`src/logic/framer_params.svh`:
```
/*
 Constants of the host-port message framing: start byte, packet types,
 lengths, status codes, roles and payload limits.
 Assumes inclusion by the package and both ends.
*/
`ifndef FRAMER_PARAMS_SVH
`define FRAMER_PARAMS_SVH
`define SOP_BYTE      8'hFB
`define T_RD_REQ      8'h06
`define T_WR_REQ      8'h07
`define T_RD_RSP      8'h16
`define T_WR_RSP      8'h17
`define T_RX_EVT      8'h26
`define T_NOTICE      8'h27
`define LEN_RD_REQ    8'h07
`define LEN_REQ_BASE  8'h07
`define LEN_RSP_SHORT 8'h06
`define LEN_RD_OK     8'h09
`define LEN_NOTICE    8'h02
`define LEN_EVT_HDR   8'h05
`define ST_OK         8'h00
`define ST_BAD_ARG    8'hE1
`define ST_INIT_DONE  8'hA0
`define ST_RO_WRITE   8'hE4
`define ST_BROWNOUT   8'hEC
`define ST_WATCHDOG   8'hED
`define ST_HW_FAULT   8'hEE
`define ROLE_BASE     2'h1
`define LIM_BASE      8'h69
`define LIM_OTHER     8'h6D
`define MAX_VAL       8'h10
`define RSSI_BAD      8'h7F
`define RSSI_TOP      8'h7E
`define RBUF_DEPTH    23
`define FIFO_DEPTH    4
`endif

```
`src/logic/framer_pkg.sv`:
```
/*
 Types shared by both ends of the host-port framer.
 Assumes framer_params.svh on the include path.
*/
`include "framer_params.svh"
package framer_pkg;
   typedef enum logic [2:0] {R_SOP, R_LEN, R_BODY, R_DEC, R_WAIT} rx_state_t;
   typedef enum logic [1:0] {T_IDLE, T_SEND, T_DROP} tx_state_t;
   typedef enum logic [1:0] {K_NOTE, K_REP, K_EV} msg_kind_t;
   function automatic logic [7:0] rssi_code(input logic [7:0] r, input logic ok);
      // 127 is reserved for an invalid measurement, so a true 127 saturates
      rssi_code = !ok ? `RSSI_BAD : ((r == `RSSI_BAD) ? `RSSI_TOP : r);
   endfunction: rssi_code
endpackage: framer_pkg

```
`src/logic/host_link_if.sv`:
```
/*
 Byte-stream link between host processor and device framer.
 Assumes both ends on clk_sys; each direction is valid/ready.
*/
`timescale 1ns/1ps
interface host_link_if;
   logic       h2d_valid;
   logic [7:0] h2d_data;
   logic       h2d_ready;
   logic       d2h_valid;
   logic [7:0] d2h_data;
   logic       d2h_ready;
   modport dev  (input h2d_valid, h2d_data, d2h_ready,
                 output h2d_ready, d2h_valid, d2h_data);
   modport host (output h2d_valid, h2d_data, d2h_ready,
                 input h2d_ready, d2h_valid, d2h_data);
endinterface: host_link_if

```
`src/logic/framer_dev.sv`:
```
/*
 Device end: parses far-node read/write commands from the host, hands them
 to the radio side, frames replies, received-payload events and notices.
 Assumes one clock clk_sys, the radio side on the same clock.
*/
`timescale 1ns/1ps
module byte_fifo #(parameter int WIDTH = 8, parameter int DEPTH = 4) (
   // system
   input  wire logic             clk_sys,
   input  wire logic             rst,
   // fill side
   input  wire logic             in_valid,
   input  wire logic [WIDTH-1:0] in_data,
   output logic                  in_ready_q,
   // drain side
   output logic                  out_valid,
   output logic      [WIDTH-1:0] out_data,
   input  wire logic             out_ready
);
   localparam int AW = $clog2(DEPTH);
   logic [WIDTH-1:0] mem_q [DEPTH];
   logic [AW-1:0]    wp_q, rp_q;
   logic [AW:0]      cnt_q, cnt_d;
   wire push = in_valid & in_ready_q;
   wire pop  = out_valid & out_ready;
   assign out_valid = cnt_q != '0;
   assign out_data  = mem_q[rp_q];
   assign cnt_d     = cnt_q + (AW+1)'(push) - (AW+1)'(pop);
   always_ff @(posedge clk_sys) begin
      if (push) mem_q[wp_q] <= in_data;
   end
   always_ff @(posedge clk_sys or posedge rst) begin
      if (rst) begin
         wp_q <= '0; rp_q <= '0; cnt_q <= '0; in_ready_q <= 1'b0;
      end else begin
         wp_q       <= wp_q + AW'(push);
         rp_q       <= rp_q + AW'(pop);
         cnt_q      <= cnt_d;
         in_ready_q <= cnt_d != (AW+1)'(DEPTH);
      end
   end
endmodule: byte_fifo

module framer_dev import framer_pkg::*; (
   // system
   input  wire logic         clk_sys,
   input  wire logic         rst,
   // host link
   host_link_if.dev          lnk,
   // far-node request to radio side
   output logic              req_valid_q,
   input  wire logic         req_ready,
   output logic              req_write_q,
   output logic      [23:0]  req_addr_q,
   output logic      [7:0]   req_offset_q,
   output logic      [7:0]   req_bank_q,
   output logic      [7:0]   req_size_q,
   output logic      [127:0] req_value_q,
   // far-node answer from radio side
   input  wire logic         resp_valid,
   input  wire logic         resp_ok,
   input  wire logic [7:0]   resp_rssi,
   input  wire logic         resp_rssi_ok,
   input  wire logic [127:0] resp_value,
   // received payload event
   input  wire logic         ev_valid,
   output logic              ev_ack_q,
   input  wire logic [23:0]  ev_addr,
   input  wire logic [7:0]   ev_rssi,
   input  wire logic         ev_rssi_ok,
   input  wire logic [7:0]   ev_len,
   input  wire logic         pl_valid,
   input  wire logic [7:0]   pl_data,
   output logic              pl_ready_q,
   // role and notices
   input  wire logic [1:0]   node_role_select,
   input  wire logic         notice_valid,
   input  wire logic [7:0]   notice_code,
   output logic              notice_ack_q
);
   rx_state_t  rs_q, rs_d;
   tx_state_t  ts_q;
   msg_kind_t  kind_q;
   logic [7:0] rbuf_q [`RBUF_DEPTH];
   logic [7:0] rlen_q, rcnt_q, tlen_q, idx_q, note_q, drop_q, ev_n_q;
   logic [7:0] rep_st_q, rep_rssi_q, ev_rssi_q;
   logic [23:0] ev_addr_q;
   logic [127:0] rep_val_q;
   logic       rdy_q, rep_pend_q, dv_q;
   logic [7:0] dd_q;
   logic       f_valid, f_pop;
   logic [7:0] f_data, byte_w;

   byte_fifo #(.WIDTH(8), .DEPTH(`FIFO_DEPTH)) u_fifo (
      .clk_sys   (clk_sys),
      .rst       (rst),
      .in_valid  (pl_valid),
      .in_data   (pl_data),
      .in_ready_q(pl_ready_q),
      .out_valid (f_valid),
      .out_data  (f_data),
      .out_ready (f_pop)
   );

   // receive side decode
   wire        take   = lnk.h2d_valid & rdy_q;
   wire        last   = rcnt_q == rlen_q - 8'h01;
   wire [7:0]  b_type = rbuf_q[0];
   wire [7:0]  b_size = rbuf_q[6];
   wire        is_rd  = b_type == `T_RD_REQ;
   wire        is_wr  = b_type == `T_WR_REQ;
   wire        sz_ok  = b_size != 8'h00 && b_size <= `MAX_VAL;
   wire        len_ok = is_rd ? rlen_q == `LEN_RD_REQ
                              : rlen_q == `LEN_REQ_BASE + b_size;
   wire        arg_ok = sz_ok & len_ok;
   wire        resp_in = resp_valid & (rs_q == R_WAIT) & !rep_pend_q & !req_valid_q;

   always_comb begin
      rs_d = rs_q;
      unique case (rs_q)
         R_SOP:  if (take && lnk.h2d_data == `SOP_BYTE) rs_d = R_LEN;
         R_LEN:  if (take) rs_d = (lnk.h2d_data == 8'h00) ? R_SOP : R_BODY;
         R_BODY: if (take && last) rs_d = R_DEC;
         R_DEC:  rs_d = (is_rd | is_wr) ? R_WAIT : R_SOP;
         // leave only when the transmit side really takes the reply, or it goes out twice
         R_WAIT: if (ts_q == T_IDLE && rep_pend_q && !(notice_valid && !notice_ack_q))
            rs_d = R_SOP;
      endcase
   end

   always_ff @(posedge clk_sys) begin
      if (rs_q == R_BODY && take && rcnt_q < 8'(`RBUF_DEPTH))
         rbuf_q[rcnt_q[4:0]] <= lnk.h2d_data;
   end

   always_ff @(posedge clk_sys or posedge rst) begin
      if (rst) begin
         rs_q <= R_SOP; rdy_q <= 1'b0; rlen_q <= 8'h00; rcnt_q <= 8'h00;
      end else begin
         rs_q  <= rs_d;
         rdy_q <= rs_d == R_SOP || rs_d == R_LEN || rs_d == R_BODY;
         if (rs_q == R_LEN && take) rlen_q <= lnk.h2d_data;
         rcnt_q <= (rs_q == R_BODY) ? rcnt_q + 8'(take) : 8'h00;
      end
   end

   // request out and answer in
   always_ff @(posedge clk_sys or posedge rst) begin
      if (rst) begin
         req_valid_q <= 1'b0; req_write_q <= 1'b0; req_addr_q <= '0;
         req_offset_q <= '0; req_bank_q <= '0; req_size_q <= '0;
         req_value_q <= '0; rep_pend_q <= 1'b0; rep_st_q <= `ST_OK;
         rep_rssi_q <= `RSSI_BAD; rep_val_q <= '0;
      end else begin
         if (req_valid_q && req_ready) req_valid_q <= 1'b0;
         if (rs_q == R_DEC && (is_rd | is_wr)) begin
            req_write_q  <= is_wr;
            req_addr_q   <= {rbuf_q[3], rbuf_q[2], rbuf_q[1]};
            req_offset_q <= rbuf_q[4];
            req_bank_q   <= rbuf_q[5];
            req_size_q   <= b_size;
            for (int k = 0; k < 16; k++)
               req_value_q[8*k +: 8] <= rbuf_q[7+k];
            req_valid_q  <= arg_ok;
            rep_pend_q   <= !arg_ok;
            rep_st_q     <= arg_ok ? `ST_OK : `ST_BAD_ARG;
            rep_rssi_q   <= `RSSI_BAD;
         end
         if (resp_in) begin
            rep_pend_q <= 1'b1;
            rep_st_q   <= resp_ok ? `ST_OK : `ST_BAD_ARG;
            rep_rssi_q <= rssi_code(resp_rssi, resp_rssi_ok);
            rep_val_q  <= resp_value;
         end
         if (rs_q == R_WAIT && rs_d == R_SOP) rep_pend_q <= 1'b0;
      end
   end

   // transmit side: byte at current index
   wire [7:0] j     = idx_q - 8'h02;
   wire [3:0] vi    = 4'(j - `LEN_RD_OK);
   wire       rep_ok = rep_st_q == `ST_OK;
   wire [7:0] rep_b =
      (j == 8'h00) ? (req_write_q ? `T_WR_RSP : `T_RD_RSP) :
      (j == 8'h01) ? rep_st_q :
      (j == 8'h02) ? req_addr_q[7:0] :
      (j == 8'h03) ? req_addr_q[15:8] :
      (j == 8'h04) ? req_addr_q[23:16] :
      (j == 8'h05) ? rep_rssi_q :
      (j == 8'h06) ? req_offset_q :
      (j == 8'h07) ? req_bank_q :
      (j == 8'h08) ? req_size_q : rep_val_q[8*vi +: 8];
   wire [7:0] ev_b  =
      (j == 8'h00) ? `T_RX_EVT :
      (j == 8'h01) ? ev_addr_q[7:0] :
      (j == 8'h02) ? ev_addr_q[15:8] :
      (j == 8'h03) ? ev_addr_q[23:16] :
      (j == 8'h04) ? ev_rssi_q : f_data;
   wire [7:0] note_b = (j == 8'h00) ? `T_NOTICE : note_q;
   assign byte_w = (idx_q == 8'h00) ? `SOP_BYTE :
                   (idx_q == 8'h01) ? tlen_q :
                   (kind_q == K_REP) ? rep_b :
                   (kind_q == K_EV) ? ev_b : note_b;

   wire       adv     = !dv_q | lnk.d2h_ready;
   wire       need_pl = kind_q == K_EV && idx_q >= 8'h07;
   wire       can     = !need_pl | f_valid;
   wire       load    = ts_q == T_SEND && adv && can;
   assign f_pop = f_valid & ((load & need_pl) | (ts_q == T_DROP));
   wire note_legal = notice_code == `ST_INIT_DONE || notice_code == `ST_BAD_ARG ||
                     notice_code == `ST_RO_WRITE || notice_code == `ST_BROWNOUT ||
                     notice_code == `ST_WATCHDOG || notice_code == `ST_HW_FAULT;
   wire [7:0] lim   = (node_role_select == `ROLE_BASE) ? `LIM_BASE : `LIM_OTHER;
   wire [7:0] ev_nw = (ev_len > lim) ? lim : ev_len;
   // a short failed read reply drops offset, bank, size and value
   wire [7:0] rep_len = (req_write_q || !rep_ok) ? `LEN_RSP_SHORT
                                                 : `LEN_RD_OK + req_size_q;
   wire       idle  = ts_q == T_IDLE;

   always_ff @(posedge clk_sys or posedge rst) begin
      if (rst) begin
         ts_q <= T_IDLE; kind_q <= K_NOTE; tlen_q <= 8'h00; idx_q <= 8'h00;
         note_q <= 8'h00; drop_q <= 8'h00; ev_n_q <= 8'h00;
         ev_addr_q <= '0; ev_rssi_q <= `RSSI_BAD;
         dv_q <= 1'b0; dd_q <= 8'h00; notice_ack_q <= 1'b0; ev_ack_q <= 1'b0;
      end else begin
         notice_ack_q <= 1'b0;
         ev_ack_q     <= 1'b0;
         if (adv && !load) dv_q <= 1'b0;
         unique case (ts_q)
            T_IDLE: begin
               idx_q <= 8'h00;
               // notices win: they report faults and must not wait on traffic
               if (notice_valid && !notice_ack_q) begin
                  notice_ack_q <= 1'b1;
                  if (note_legal) begin
                     kind_q <= K_NOTE; tlen_q <= `LEN_NOTICE;
                     note_q <= notice_code; ts_q <= T_SEND;
                  end
               end else if (rep_pend_q && rs_q == R_WAIT) begin
                  kind_q <= K_REP; tlen_q <= rep_len; ts_q <= T_SEND;
               end else if (ev_valid && !ev_ack_q) begin
                  ev_ack_q  <= 1'b1;
                  kind_q    <= K_EV;
                  tlen_q    <= `LEN_EVT_HDR + ev_nw;
                  ev_n_q    <= ev_nw;
                  drop_q    <= ev_len - ev_nw;
                  ev_addr_q <= ev_addr;
                  ev_rssi_q <= rssi_code(ev_rssi, ev_rssi_ok);
                  ts_q      <= T_SEND;
               end
            end
            T_SEND: if (load) begin
               dv_q  <= 1'b1;
               dd_q  <= byte_w;
               idx_q <= idx_q + 8'h01;
               if (idx_q == tlen_q + 8'h01)
                  ts_q <= (kind_q == K_EV && drop_q != 8'h00) ? T_DROP : T_IDLE;
            end
            T_DROP: if (f_valid) begin
               drop_q <= drop_q - 8'h01;
               if (drop_q == 8'h01) ts_q <= T_IDLE;
            end
         endcase
      end
   end

   assign lnk.h2d_ready = rdy_q;
   assign lnk.d2h_valid = dv_q;
   assign lnk.d2h_data  = dd_q;
endmodule: framer_dev

```
`src/flat_wrapper.sv`:
```
// flat-port wrapper written by rule: the top's interface ports become plain ports
module framer_dev_flat import framer_pkg::*;
  (clk_sys, rst, req_valid_q, req_ready, req_write_q, req_addr_q, req_offset_q, req_bank_q, req_size_q, req_value_q, resp_valid, resp_ok, resp_rssi, resp_rssi_ok, resp_value, ev_valid, ev_ack_q, ev_addr, ev_rssi, ev_rssi_ok, ev_len, pl_valid, pl_data, pl_ready_q, node_role_select, notice_valid, notice_code, notice_ack_q, lnk_h2d_valid, lnk_h2d_data, lnk_d2h_ready, lnk_h2d_ready, lnk_d2h_valid, lnk_d2h_data);
  host_link_if lnk_i ();
  input  wire logic clk_sys;
  input  wire logic rst;
  output logic req_valid_q;
  input  wire logic req_ready;
  output logic req_write_q;
  output logic      [23:0] req_addr_q;
  output logic      [7:0] req_offset_q;
  output logic      [7:0] req_bank_q;
  output logic      [7:0] req_size_q;
  output logic      [127:0] req_value_q;
  input  wire logic resp_valid;
  input  wire logic resp_ok;
  input  wire logic [7:0] resp_rssi;
  input  wire logic resp_rssi_ok;
  input  wire logic [127:0] resp_value;
  input  wire logic ev_valid;
  output logic ev_ack_q;
  input  wire logic [23:0] ev_addr;
  input  wire logic [7:0] ev_rssi;
  input  wire logic ev_rssi_ok;
  input  wire logic [7:0] ev_len;
  input  wire logic pl_valid;
  input  wire logic [7:0] pl_data;
  output logic pl_ready_q;
  input  wire logic [1:0] node_role_select;
  input  wire logic notice_valid;
  input  wire logic [7:0] notice_code;
  output logic notice_ack_q;
  input wire logic [$bits(lnk_i.h2d_valid)-1:0] lnk_h2d_valid;
  input wire logic [$bits(lnk_i.h2d_data)-1:0] lnk_h2d_data;
  input wire logic [$bits(lnk_i.d2h_ready)-1:0] lnk_d2h_ready;
  output wire logic [$bits(lnk_i.h2d_ready)-1:0] lnk_h2d_ready;
  output wire logic [$bits(lnk_i.d2h_valid)-1:0] lnk_d2h_valid;
  output wire logic [$bits(lnk_i.d2h_data)-1:0] lnk_d2h_data;
  assign lnk_i.h2d_valid = lnk_h2d_valid;
  assign lnk_i.h2d_data = lnk_h2d_data;
  assign lnk_i.d2h_ready = lnk_d2h_ready;
  assign lnk_h2d_ready = lnk_i.h2d_ready;
  assign lnk_d2h_valid = lnk_i.d2h_valid;
  assign lnk_d2h_data = lnk_i.d2h_data;
  framer_dev u_core (.clk_sys(clk_sys), .rst(rst), .lnk(lnk_i), .req_valid_q(req_valid_q), .req_ready(req_ready), .req_write_q(req_write_q), .req_addr_q(req_addr_q), .req_offset_q(req_offset_q), .req_bank_q(req_bank_q), .req_size_q(req_size_q), .req_value_q(req_value_q), .resp_valid(resp_valid), .resp_ok(resp_ok), .resp_rssi(resp_rssi), .resp_rssi_ok(resp_rssi_ok), .resp_value(resp_value), .ev_valid(ev_valid), .ev_ack_q(ev_ack_q), .ev_addr(ev_addr), .ev_rssi(ev_rssi), .ev_rssi_ok(ev_rssi_ok), .ev_len(ev_len), .pl_valid(pl_valid), .pl_data(pl_data), .pl_ready_q(pl_ready_q), .node_role_select(node_role_select), .notice_valid(notice_valid), .notice_code(notice_code), .notice_ack_q(notice_ack_q));
endmodule
```
`config.mk`:
```
export PLATFORM = sky130hd
export DESIGN_NAME = framer_dev_flat
export DESIGN_NICKNAME = d
export VERILOG_FILES = /design/src/logic/framer_pkg.sv /design/src/logic/host_link_if.sv /design/src/logic/framer_dev.sv /design/src/flat_wrapper.sv
export VERILOG_INCLUDE_DIRS = /design/src /design/src/logic
export SDC_FILE = /design/constraint.sdc
export NUM_CORES = 1
export LEC_CHECK = 0
export BUFFER_PORTS_ARGS = -buffer_cell sky130_fd_sc_hd__clkbuf_2
export CAP_MARGIN = 10
export CELL_PAD_IN_SITES_DETAIL_PLACEMENT = 0
export CELL_PAD_IN_SITES_GLOBAL_PLACEMENT = 2
export CORE_AREA = 2 2 266 268
export DETAILED_ROUTE_END_ITERATION = 10
export DIE_AREA = 0 0 268 270
export GPL_ROUTABILITY_DRIVEN = 0
export GPL_TIMING_DRIVEN = 1
export PLACE_DENSITY = 0.82
export SYNTH_ARGS = -nofsm -noshare
export SYNTH_HDL_FRONTEND = slang
export SYNTH_HIERARCHICAL = 1
export SYNTH_SLANG_ARGS = --single-unit
```
`constraint.sdc`:
```
create_clock -name clk_sys -period 27.8 [get_ports clk_sys]
set_input_delay 2.78 -clock clk_sys [delete_from_list [all_inputs] [get_ports clk_sys]]
set_output_delay 2.78 -clock clk_sys [all_outputs]
set_load 0.005 [all_outputs]
```
==> Word-level counts from Yosys, hierarchy flattened <==
Memories as Yosys holds them, arrays and structs flattened. A register that Yosys moved wholly into a read port is not among the register bits.
Cells that the tools add are included.
{ "totals": {"regBits": 262, "latch_bits": 0, "mem_bits_rw": 216, "rom_bits": 0, "input_bits": 214, "out_inout_bits": 191, "word_cells": 256, "memories": 2} }
{ "memory_table": {"columns": ["name", "depth", "word_bits", "read_ports", "rd_clocked_by_memory_dff", "write_ports", "line_no", "text"], "rows": [
  ["u_core.rbuf_q", 23, 8, 23, 21, 1, "framer_dev.sv:84", "logic [7:0] rbuf_q [`RBUF_DEPTH];"],
  ["u_core.u_fifo.mem_q", 4, 8, 1, 0, 1, "framer_dev.sv:21", "logic [WIDTH-1:0] mem_q [DEPTH];"]
]} }
{ "op_classes": {"n_addsub": 15, "n_mul": 0, "div_mod_pow": 0, "n_lt_le_gt_ge": 4, "eq_ne": 47, "shifts": 1, "muxes": 85, "n_bitwise": 15, "n_reduce_logical": 60} }
{ "ops": {"columns": ["cell", "n"], "rows": [
  ["$mux 8", 41],
  ["$shiftx 128x8->8", 1],
  ["$eq 8x3->1 const B", 7],
  ["$eq 8x8->1 const B", 7],
  ["$logic_not 8->1", 4],
  ["$pmux 8 s2", 2],
  ["$mux 2", 14],
  ["$eq 8x1->1 const B", 3],
  ["$eq 8x8->1", 3],
  ["$mux 1", 20],
  ["$logic_and 1x1->1", 19],
  ["$mux 3", 6],
  ["$add 3x8->8 const A", 2],
  ["$add 8x1->8 const B", 2],
  ["$eq 8x2->1 const B", 2],
  ["$eq 8x7->1 const B", 2],
  ["$reduce_bool 8->1", 2],
  ["$sub 8x1->8 const B", 2],
  ["$pmux 3 s5", 1],
  ["$logic_not 1->1", 10],
  ["$ne 2x2->1 const B", 5],
  ["$and 1x1->1", 9],
  ["$eq 3x2->1 const B", 3],
  ["$reduce_bool 3->1", 3],
  ["other kinds (33)", 57]
]} }

==> Depth between registers and ports, before layout <==
Gate-level depths: netlist of the first run.
{ "logic_depth": {"word_depth": 15, "depth_mapped": 16, "mapped_depth_nobuf": 14} }

==> Hierarchy <==
The synthesis of the first run kept the hierarchy.
{ "modules_own_cells": {"columns": ["module", "instances", "cells_each", "area_each_um2", "seq_area_each_um2"], "rows": [
  ["framer_dev", 1, 2590, 26113.8, 15927.8],
  ["byte_fifo", 1, 72, 1539.0, 1161.1]
]} }

==> Worst setup path before layout of the first run <==
OpenSTA, ideal clock, no wires.
{ "synth_timing": {"path_type": "input-to-reg", "start": "input node_role_select[1]", "end": "register u_core.drop_q[5]", "setup_time_ns": 0.124, "arrival_ns": 5.309, "required_time_ns": 27.676, "slack_ns": 22.367, "path_stages": 13, "path_buffers": 0, "cell_sequence": "nand2b_1 -> inv_1 -> ha_1 -> and2_1 -> o21ai_0 -> a21oi_1 -> or2_2 -> o21ai_0 -> ha_1 -> o22ai_1 -> o21ai_0 -> o21ba_2 -> a211o_1"} }
{ "synth_via": {"elab_chain_len": 9} }
{ "synth_lines": {"columns": ["element", "line_no", "text"], "rows": [
  ["start, declared", "flat_wrapper.sv:29", "input wire logic [1:0] node_role_select;"],
  ["$eq 2x1->1 (no source line) (*)", null, null],
  ["$mux 3 (no source line) (*)", null, null],
  ["$gt 8x8->1", "framer_dev.sv:214", "wire [7:0] ev_nw = (ev_len > lim) ? lim : ev_len;"],
  ["$mux 8 (*)", "framer_dev.sv:214", null],
  ["$sub 8x8->8 (*)", "framer_dev.sv:247", "drop_q <= ev_len - ev_nw;"],
  ["$mux 8 (*)", "framer_dev.sv:242", "end else if (ev_valid && !ev_ack_q) begin"],
  ["$mux 8 (*)", "framer_dev.sv:240", "end else if (rep_pend_q && rs_q == R_WAIT) begin"],
  ["$mux 8 (*)", "framer_dev.sv:234", "if (notice_valid && !notice_ack_q) begin"],
  ["$pmux 8 s2 (*)", "framer_dev.sv:230", "unique case (ts_q)"],
  ["end signal, assigned", "framer_dev.sv:247", null],
  ["end signal, assigned", "framer_dev.sv:261", "drop_q <= drop_q - 8'h01;"],
  ["end, declared", "framer_dev.sv:85", "logic [7:0] rlen_q, rcnt_q, tlen_q, idx_q, note_q, drop_q, ev_n_q;"]
]} }
Every way passes the cells marked *; elsewhere a longest branch is shown, timed or not. The select of a mux whose other input is x is not followed.
A chain may end at the register's enable or synchronous reset.

==> Worst setup path in the final report of the first run <==
Same ends and word-level chain as after synthesis.

==> impl_metrics.toml, run 1 <==
[run_status]
status = "complete, no violations"

[route]
vias = 20800
ant_nets = 0
wl_per_cell_um = 20.6
avgViaCountPerCell = 5.17
drt_wl_total_um = 82900
drtIter0Drc = 1792
drc = 0
firstDrtPassIters = 5

[final_layout]
fin_nets = 3270
drive_above_1_share = 0.208
seqCellArea_sq_um = 17100
multiInputGateArea_sq_um = 9850
area_growth_syn_to_layout_pct = 19.0
stdcell_count = 4023
fillCellCount = 6576

[synth]
ys.flop_type = "dfrtp_1"
syn_avg_cell_area_sq_um = 10.4
ys_ff_latch = 639
synth-warning-count = 6
synth.yosys.seq_area_share = 0.618
syn_inst = 2662
synth-edff-count = 216
synthTopCellsByArea = "dfrtp_1 37%, edfxtp_1 23%, nand2_1 15%, mux4_2 3.7%, clkbuf_1 1.5%"
async_reset_ff_frac = 0.662
synth_area_leader_cell = "dfrtp_1"
synth_nets = 2903
syn_area_sq_um = 27700
synth_top_area_frac = 0.370
synth_cell_types = 86

[hold_path]
min_path_type = "register to register"

[critical_path]
cp_cell_sequence = "clkbuf_2 > nand2b_1 > inv_1 > ha_1 > and2_1 > o21ai_0 > a21oi_1 > or2_2 > o21ai_0 > ha_1 > o22ai_1 > o21ai_0 > o21ba_2 > a211o_1"
crit_fanout = 6
crit_arrival_ns = 5.70
critical_path_required_ns = 28.28
critPathMaxStageDelay_ns = 0.35
critPathKind = "primary input to register"
cp_common_cell = "o21ai_0"
slowest_stage = "or2_2"
cp_top_family = "compound AO/OA/AOI/OAI gates"
path_buf_inv = 2
critPathLaunchType = "primary input"
worstSetupEndpointType = "register"

[grt]
grt_max_degree = 161
grt_usage = 0.231
antenna_found_initial = 0
grt_pass1_vias = 21200
grt_pass1_wl_um = 127000
grt_overflow = 0

[floorplan]
die_area_sq_um = 72400
coreArea_sq_um = 69500
die_y_um = 270
start_util = 0.398
ioPinCount = 405
die-width_um = 268
rows = 97

[cts]
insertion_delay_ns = 0.61
post-cts-setup-buffers = 0
clkTransAtPathRegs_ns = 0.07
tritoncts = "yes"
cts_sinks = 639
cts_buffers = 70
cts.path.max_buffers = 3
cts_root_buf = "clkbuf_16"
hold_buffers = 0
h-tree-depth = 3
ctsResizeCount = 0

[run]
drv_cap = 0

[sta]
setup_tns_ns = 0
rsz0062_at_grt = "false"
final-hold-violation-count = 0
maxSlewHeadroom = 0.266
finalCritPeriodShare = 0.188
worst_pin_slew_ns = 1.10
clock.fmax_mhz = 192
setup_viol = 0
fin_skew_ns = 0.0156
min_period_ns = 5.21
slew_viol_final = 0

[placed_design]
dpl.hpwl_um = 57600
dp.cells = 3896
port_buffers = 404

[power]
peakVddDrop_mv = 0.0559
p_per_area_nw_per_um2 = 76.0
cellLeakagePower_nw = 15.8
-- Yosys cell counts (19+ instances only) --
master and n:
a21oi_1 60, a31oi_1 30, clkbuf_1 112, dfrtp_1 409, edfxtp_1 216, ha_1 26
inv_1 48, mux4_2 45, nand2_1 1075, nand2b_1 19, nand3_1 35, nor2_1 103
nor3_1 30, o21ai_0 71, xnor2_1 31, xor2_1 27
-- layout by cell type, fill, tap and decap left out, drive strengths merged, types with 7 or more instances in the layout --
| master | count |
|---|---|
| or2 | 9 |
| buf | 31 |
| a31oi | 30 |
| nor2b | 9 |
| nand2b | 19 |
| nand3b | 8 |
| a21o | 8 |
| and2 | 11 |
| nor3 | 31 |
| mux4 | 46 |
| dfrtp | 409 |
| edfxtp | 216 |
| xnor2 | 32 |
| nand2 | 1075 |
| a21boi | 7 |
| nor2 | 103 |
| a211oi | 11 |
| inv | 51 |
| nand4 | 17 |
| xor2 | 27 |
| clkbuf | 497 |
| dfstp | 14 |
| mux2 | 14 |
| nand3 | 35 |
| clkinv | 21 |
| or3 | 18 |
| and3 | 10 |
| mux2i | 14 |
| o22ai | 12 |
| a21oi | 60 |
| o21ai | 74 |
| o31ai | 12 |
| nor4 | 11 |
| o41ai | 7 |
| nor3b | 9 |
| ha | 26 |
-- registers in the layout, indices dropped and copies added (netlist names), 24 cells and up --
signal / count
u_core/u_fifo/mem_q: 32
u_core/req_addr_q: 24
u_core/req_value_q: 128
u_core/rep_val_q: 128
u_core/rbuf_q: 184
u_core/ev_addr_q: 24
-- stage by stage --
step | hold WS [ns] | instance area (sq um) | utilization | power (W) | worst slack (ns)
2_1_floorplan | 0.415 | 27700 | - | 0.00142 | 13.49
3_3_place_gp | 0.419 | 30600 | 0.440 | 0.00158 | 21.98
3_5_place_dp | 0.420 | 30600 | 0.440 | 0.00158 | 22.01
4_1_cts | 0.433 | 32900 | 0.473 | 0.00253 | 22.64
5_1_grt | 0.446 | 32900 | 0.473 | 0.00262 | 22.35
6_report | 0.430 | 32900 | 0.473 | 0.00250 | 22.59
-- final timing paths --
kind,depth (start not counted),slack [ns],from,endpoint
max,14,22.59,node_role_select[1],u_core/drop_q[5]
max reg2reg,15,23.46,u_core/idx_q[0],u_core/u_fifo/in_ready_q
min in group asynchronous,2,2.17,rst,u_core/u_fifo/wp_q[1]
min reg2reg,2,0.43,u_core/rbuf_q[10][3],u_core/req_value_q[27]
min,2,0.43,u_core/rbuf_q[10][3],u_core/req_value_q[27]
max in group asynchronous,3,23.82,rst,u_core/tlen_q[6]
-- power breakdown --
group          switching [W]  internal, W
clock network       0.000390     0.000546
registers          0.0000584      0.00104
logic               0.000285     0.000185
-- tightest hold or removal path, cell delays in order, from the launching register on --
cell	delay (ns)
edfxtp_1	0.32
nand2_1	0.05
nand2_1	0.04
-- kinds of logic after synthesis --
logic type      Yosys count  share of synthesized area
mux                      74                     0.0484
xor+xnor                 60                     0.0198
simple gates           1385                      0.207
fa+ha+maj                27                     0.0125
compound gates          289                     0.0681
flops                   639                      0.618
buf+inv                 188                     0.0266
-- layout make-up --
cell class              count  share of cell area
repair buffers            435              0.0688
well taps                 940              0.0358
diodes                      1           0.0000761
clock inverters            32              0.0113
flip-flops and latches    639               0.520
multi-input cells        1835               0.299
clock buffers              93              0.0593
inverters                  48             0.00571
-- per-layer routing --
metal  GRT usage  share of wire
met1       0.320           0.45
met2       0.366           0.47
met3      0.0375          0.049
met4      0.0867          0.034
met5           0              0
Note: power is estimated with default switching activity, not from simulation.
==> run 2: changes to the inputs <==
--- a/config.mk
+++ b/config.mk
@@ -10,12 +10,12 @@
 export CAP_MARGIN = 10
 export CELL_PAD_IN_SITES_DETAIL_PLACEMENT = 0
 export CELL_PAD_IN_SITES_GLOBAL_PLACEMENT = 2
-export CORE_AREA = 2 2 266 268
+export CORE_AREA = 2 2 293 295
 export DETAILED_ROUTE_END_ITERATION = 10
-export DIE_AREA = 0 0 268 270
+export DIE_AREA = 0 0 295 297
 export GPL_ROUTABILITY_DRIVEN = 0
 export GPL_TIMING_DRIVEN = 1
-export PLACE_DENSITY = 0.82
+export PLACE_DENSITY = 0.71
 export SYNTH_ARGS = -nofsm -noshare
 export SYNTH_HDL_FRONTEND = slang
 export SYNTH_HIERARCHICAL = 1
==> constraint.sdc (replaced) <==
create_clock -name clk_sys -period 4.7 [get_ports clk_sys]
set_input_delay 0.47 -clock clk_sys [delete_from_list [all_inputs] [get_ports clk_sys]]
set_output_delay 0.47 -clock clk_sys [all_outputs]
set_load 0.005 [all_outputs]
==> impl_metrics.toml, run 2 (same netlist as run 1, synthesis figures left out) <==
[run_status]
status = "complete, no violations"

[final_layout]
area_growth_syn_to_layout_pct = 20.8
seqCellArea_sq_um = 17100
multiInputGateArea_sq_um = 9850
fin_nets = 3283
largest_reg_flops = 184
stdcell_count = 4249
drive_above_1_share = 0.209
final_common_cell = "nand2_1"
fillCellCount = 8350
final_cell_mix = "1,075 x nand2_1, 408 x dfrtp_1, 404 x clkbuf_2"

[placed_design]
dp.cells = 4109
port_buffers = 404
dpl.hpwl_um = 66400

[cts]
cts_buffers = 74
tritoncts = "yes"
hold_buffers = 1
ctsResizeCount = 0
h-tree-depth = 3
cts.path.max_buffers = 3
post-cts-setup-buffers = 0
cts_sinks = 639
clkTransAtPathRegs_ns = 0.06
insertion_delay_ns = 0.61
cts_root_buf = "clkbuf_16"

[critical_path]
critPathMaxStageDelay_ns = 0.62
critPathKind = "register to register"
crit_fanout = 13
critical_path_required_ns = 5.15
critPathLaunchType = "register"
slowest_stage = "a2111oi_0"
cp_cell_sequence = "inv_1 > ha_1 > or2_1 > a211oi_2 > o32a_1 > nand3_1 > o21ai_0 > a21oi_1 > a2111oi_0 > o41ai_1"
worstSetupEndpointType = "register"
crit_arrival_ns = 4.25

[floorplan]
rows = 107
die_area_sq_um = 87600
ioPinCount = 405
start_util = 0.327
die-width_um = 295
coreArea_sq_um = 84500
die_y_um = 297

[route]
wl_per_cell_um = 21.7
avgViaCountPerCell = 4.97
firstDrtPassIters = 5
drtIter0Drc = 1634
ant_nets = 0
drc = 0
drt_wl_total_um = 92400
vias = 21100

[grt]
grt_pass1_vias = 21500
antenna_found_initial = 4
grt_max_degree = 186
grt_pass1_wl_um = 138000
grt_usage = 0.210
grt_overflow = 0

[power]
peakVddDrop_mv = 0.258
p_per_area_nw_per_um2 = 454
power.share.combinational = 0.191
switchingPower_w = 0.00452
intPower_w = 0.0107
swShare = 0.298
cellLeakagePower_nw = 15.9
power_frac_seq = 0.431
clockPowerShare = 0.378

[sta]
timing.hold.ws_ns = 0.0570
rsz0062_at_grt = "false"
clock.fmax_mhz = 263
finalCritPeriodShare = 0.808
maxSlewHeadroom = 0.315
fin_skew_ns = 0.0211
min_period_ns = 3.80
worst_pin_slew_ns = 1.02
slew_viol_final = 0
final-hold-violation-count = 0
setup_viol = 0

[run]
drv_cap = 0

[hold_path]
min_path_type = "primary input to register"
[run 2: changes by cell type in the layout (fill, tap and decap cells not counted), sizes merged]
cell         change
buf              +8
bufinv           -1
clkbuf          +12
clkinv           +2
diode            +1
dlygate4sd3      +1
inv              -1
[run 2: critical path, delay by kind of cell (launching register included)]
kind	cells	cell delay, ns
AOI/OAI and AO/OA	6	1.95
and+or+nand+nor	2	0.65
DFF	1	0.54
adders and majority gates	1	0.32
buffers and inverters	1	0.18
[run 2: power by group through the flow]
| stage | registers, W | logic (W) | clock network, W |
|---|---|---|---|
| 6_report | 0.00654 | 0.00290 | 0.00574 |
| 5_1_grt | 0.00658 | 0.00317 | 0.00612 |
| 4_1_cts | 0.00654 | 0.00291 | 0.00590 |
| 3_5_place_dp | 0.00663 | 0.00290 | 0 |
| 3_3_place_gp | 0.00663 | 0.00287 | 0 |
| 2_1_floorplan | 0.00641 | 0.00200 | 0 |
[run 2: final timing paths]
kind | startpoint | to | slack [ns] | depth (start not counted)
max | u_core/idx_q[1] | u_core/lnk.d2h_data[3] | 0.90 | 10
min | resp_value[35] | u_core/rep_val_q[35] | 0.06 | 3
max reg2reg | u_core/idx_q[1] | u_core/lnk.d2h_data[3] | 0.90 | 10
min reg2reg | u_core/rbuf_q[13][5] | u_core/req_value_q[53] | 0.43 | 2
max in group asynchronous | rst | u_core/req_value_q[13] | 2.84 | 4
min in group asynchronous | rst | u_core/u_fifo/cnt_q[1] | 0.39 | 3
[run 2: final cells by class]
class,instances,area share
Timing Repair Buffer,444,0.0718
Antenna cell,2,0.000150
Multi-Input combinational cell,1835,0.295
Inverter,48,0.00551
Tap cell,1144,0.0429
Sequential cell,639,0.512
Clock inverter,32,0.0101
Clock buffer,105,0.0629
[run 2: per-stage QoR]
| stage | total power (W) | utilization | setup slack (ns) | instance area (sq um) | setup TNS (ns) |
|---|---|---|---|---|---|
| after detailed placement | 0.00953 | 0.366 | 0.984 | 30900 | 0 |
| after global routing | 0.0159 | 0.395 | 0.630 | 33400 | 0 |
| after global placement | 0.00950 | 0.366 | 1.05 | 30900 | 0 |
| after floorplan | 0.00841 | - | -1.35 | 27700 | -543.01 |
| after CTS | 0.0153 | 0.395 | 0.947 | 33400 | 0 |
| final | 0.0152 | 0.395 | 0.901 | 33400 | 0 |
[run 2: layer usage]
layer	vias up	global-route usage	routed length (um)
met5	-	0	27
met4	4	0.0612	2450
met3	145	0.0390	5220
met2	631	0.338	43400
met1	10500	0.288	41200
li1	9797	-	-
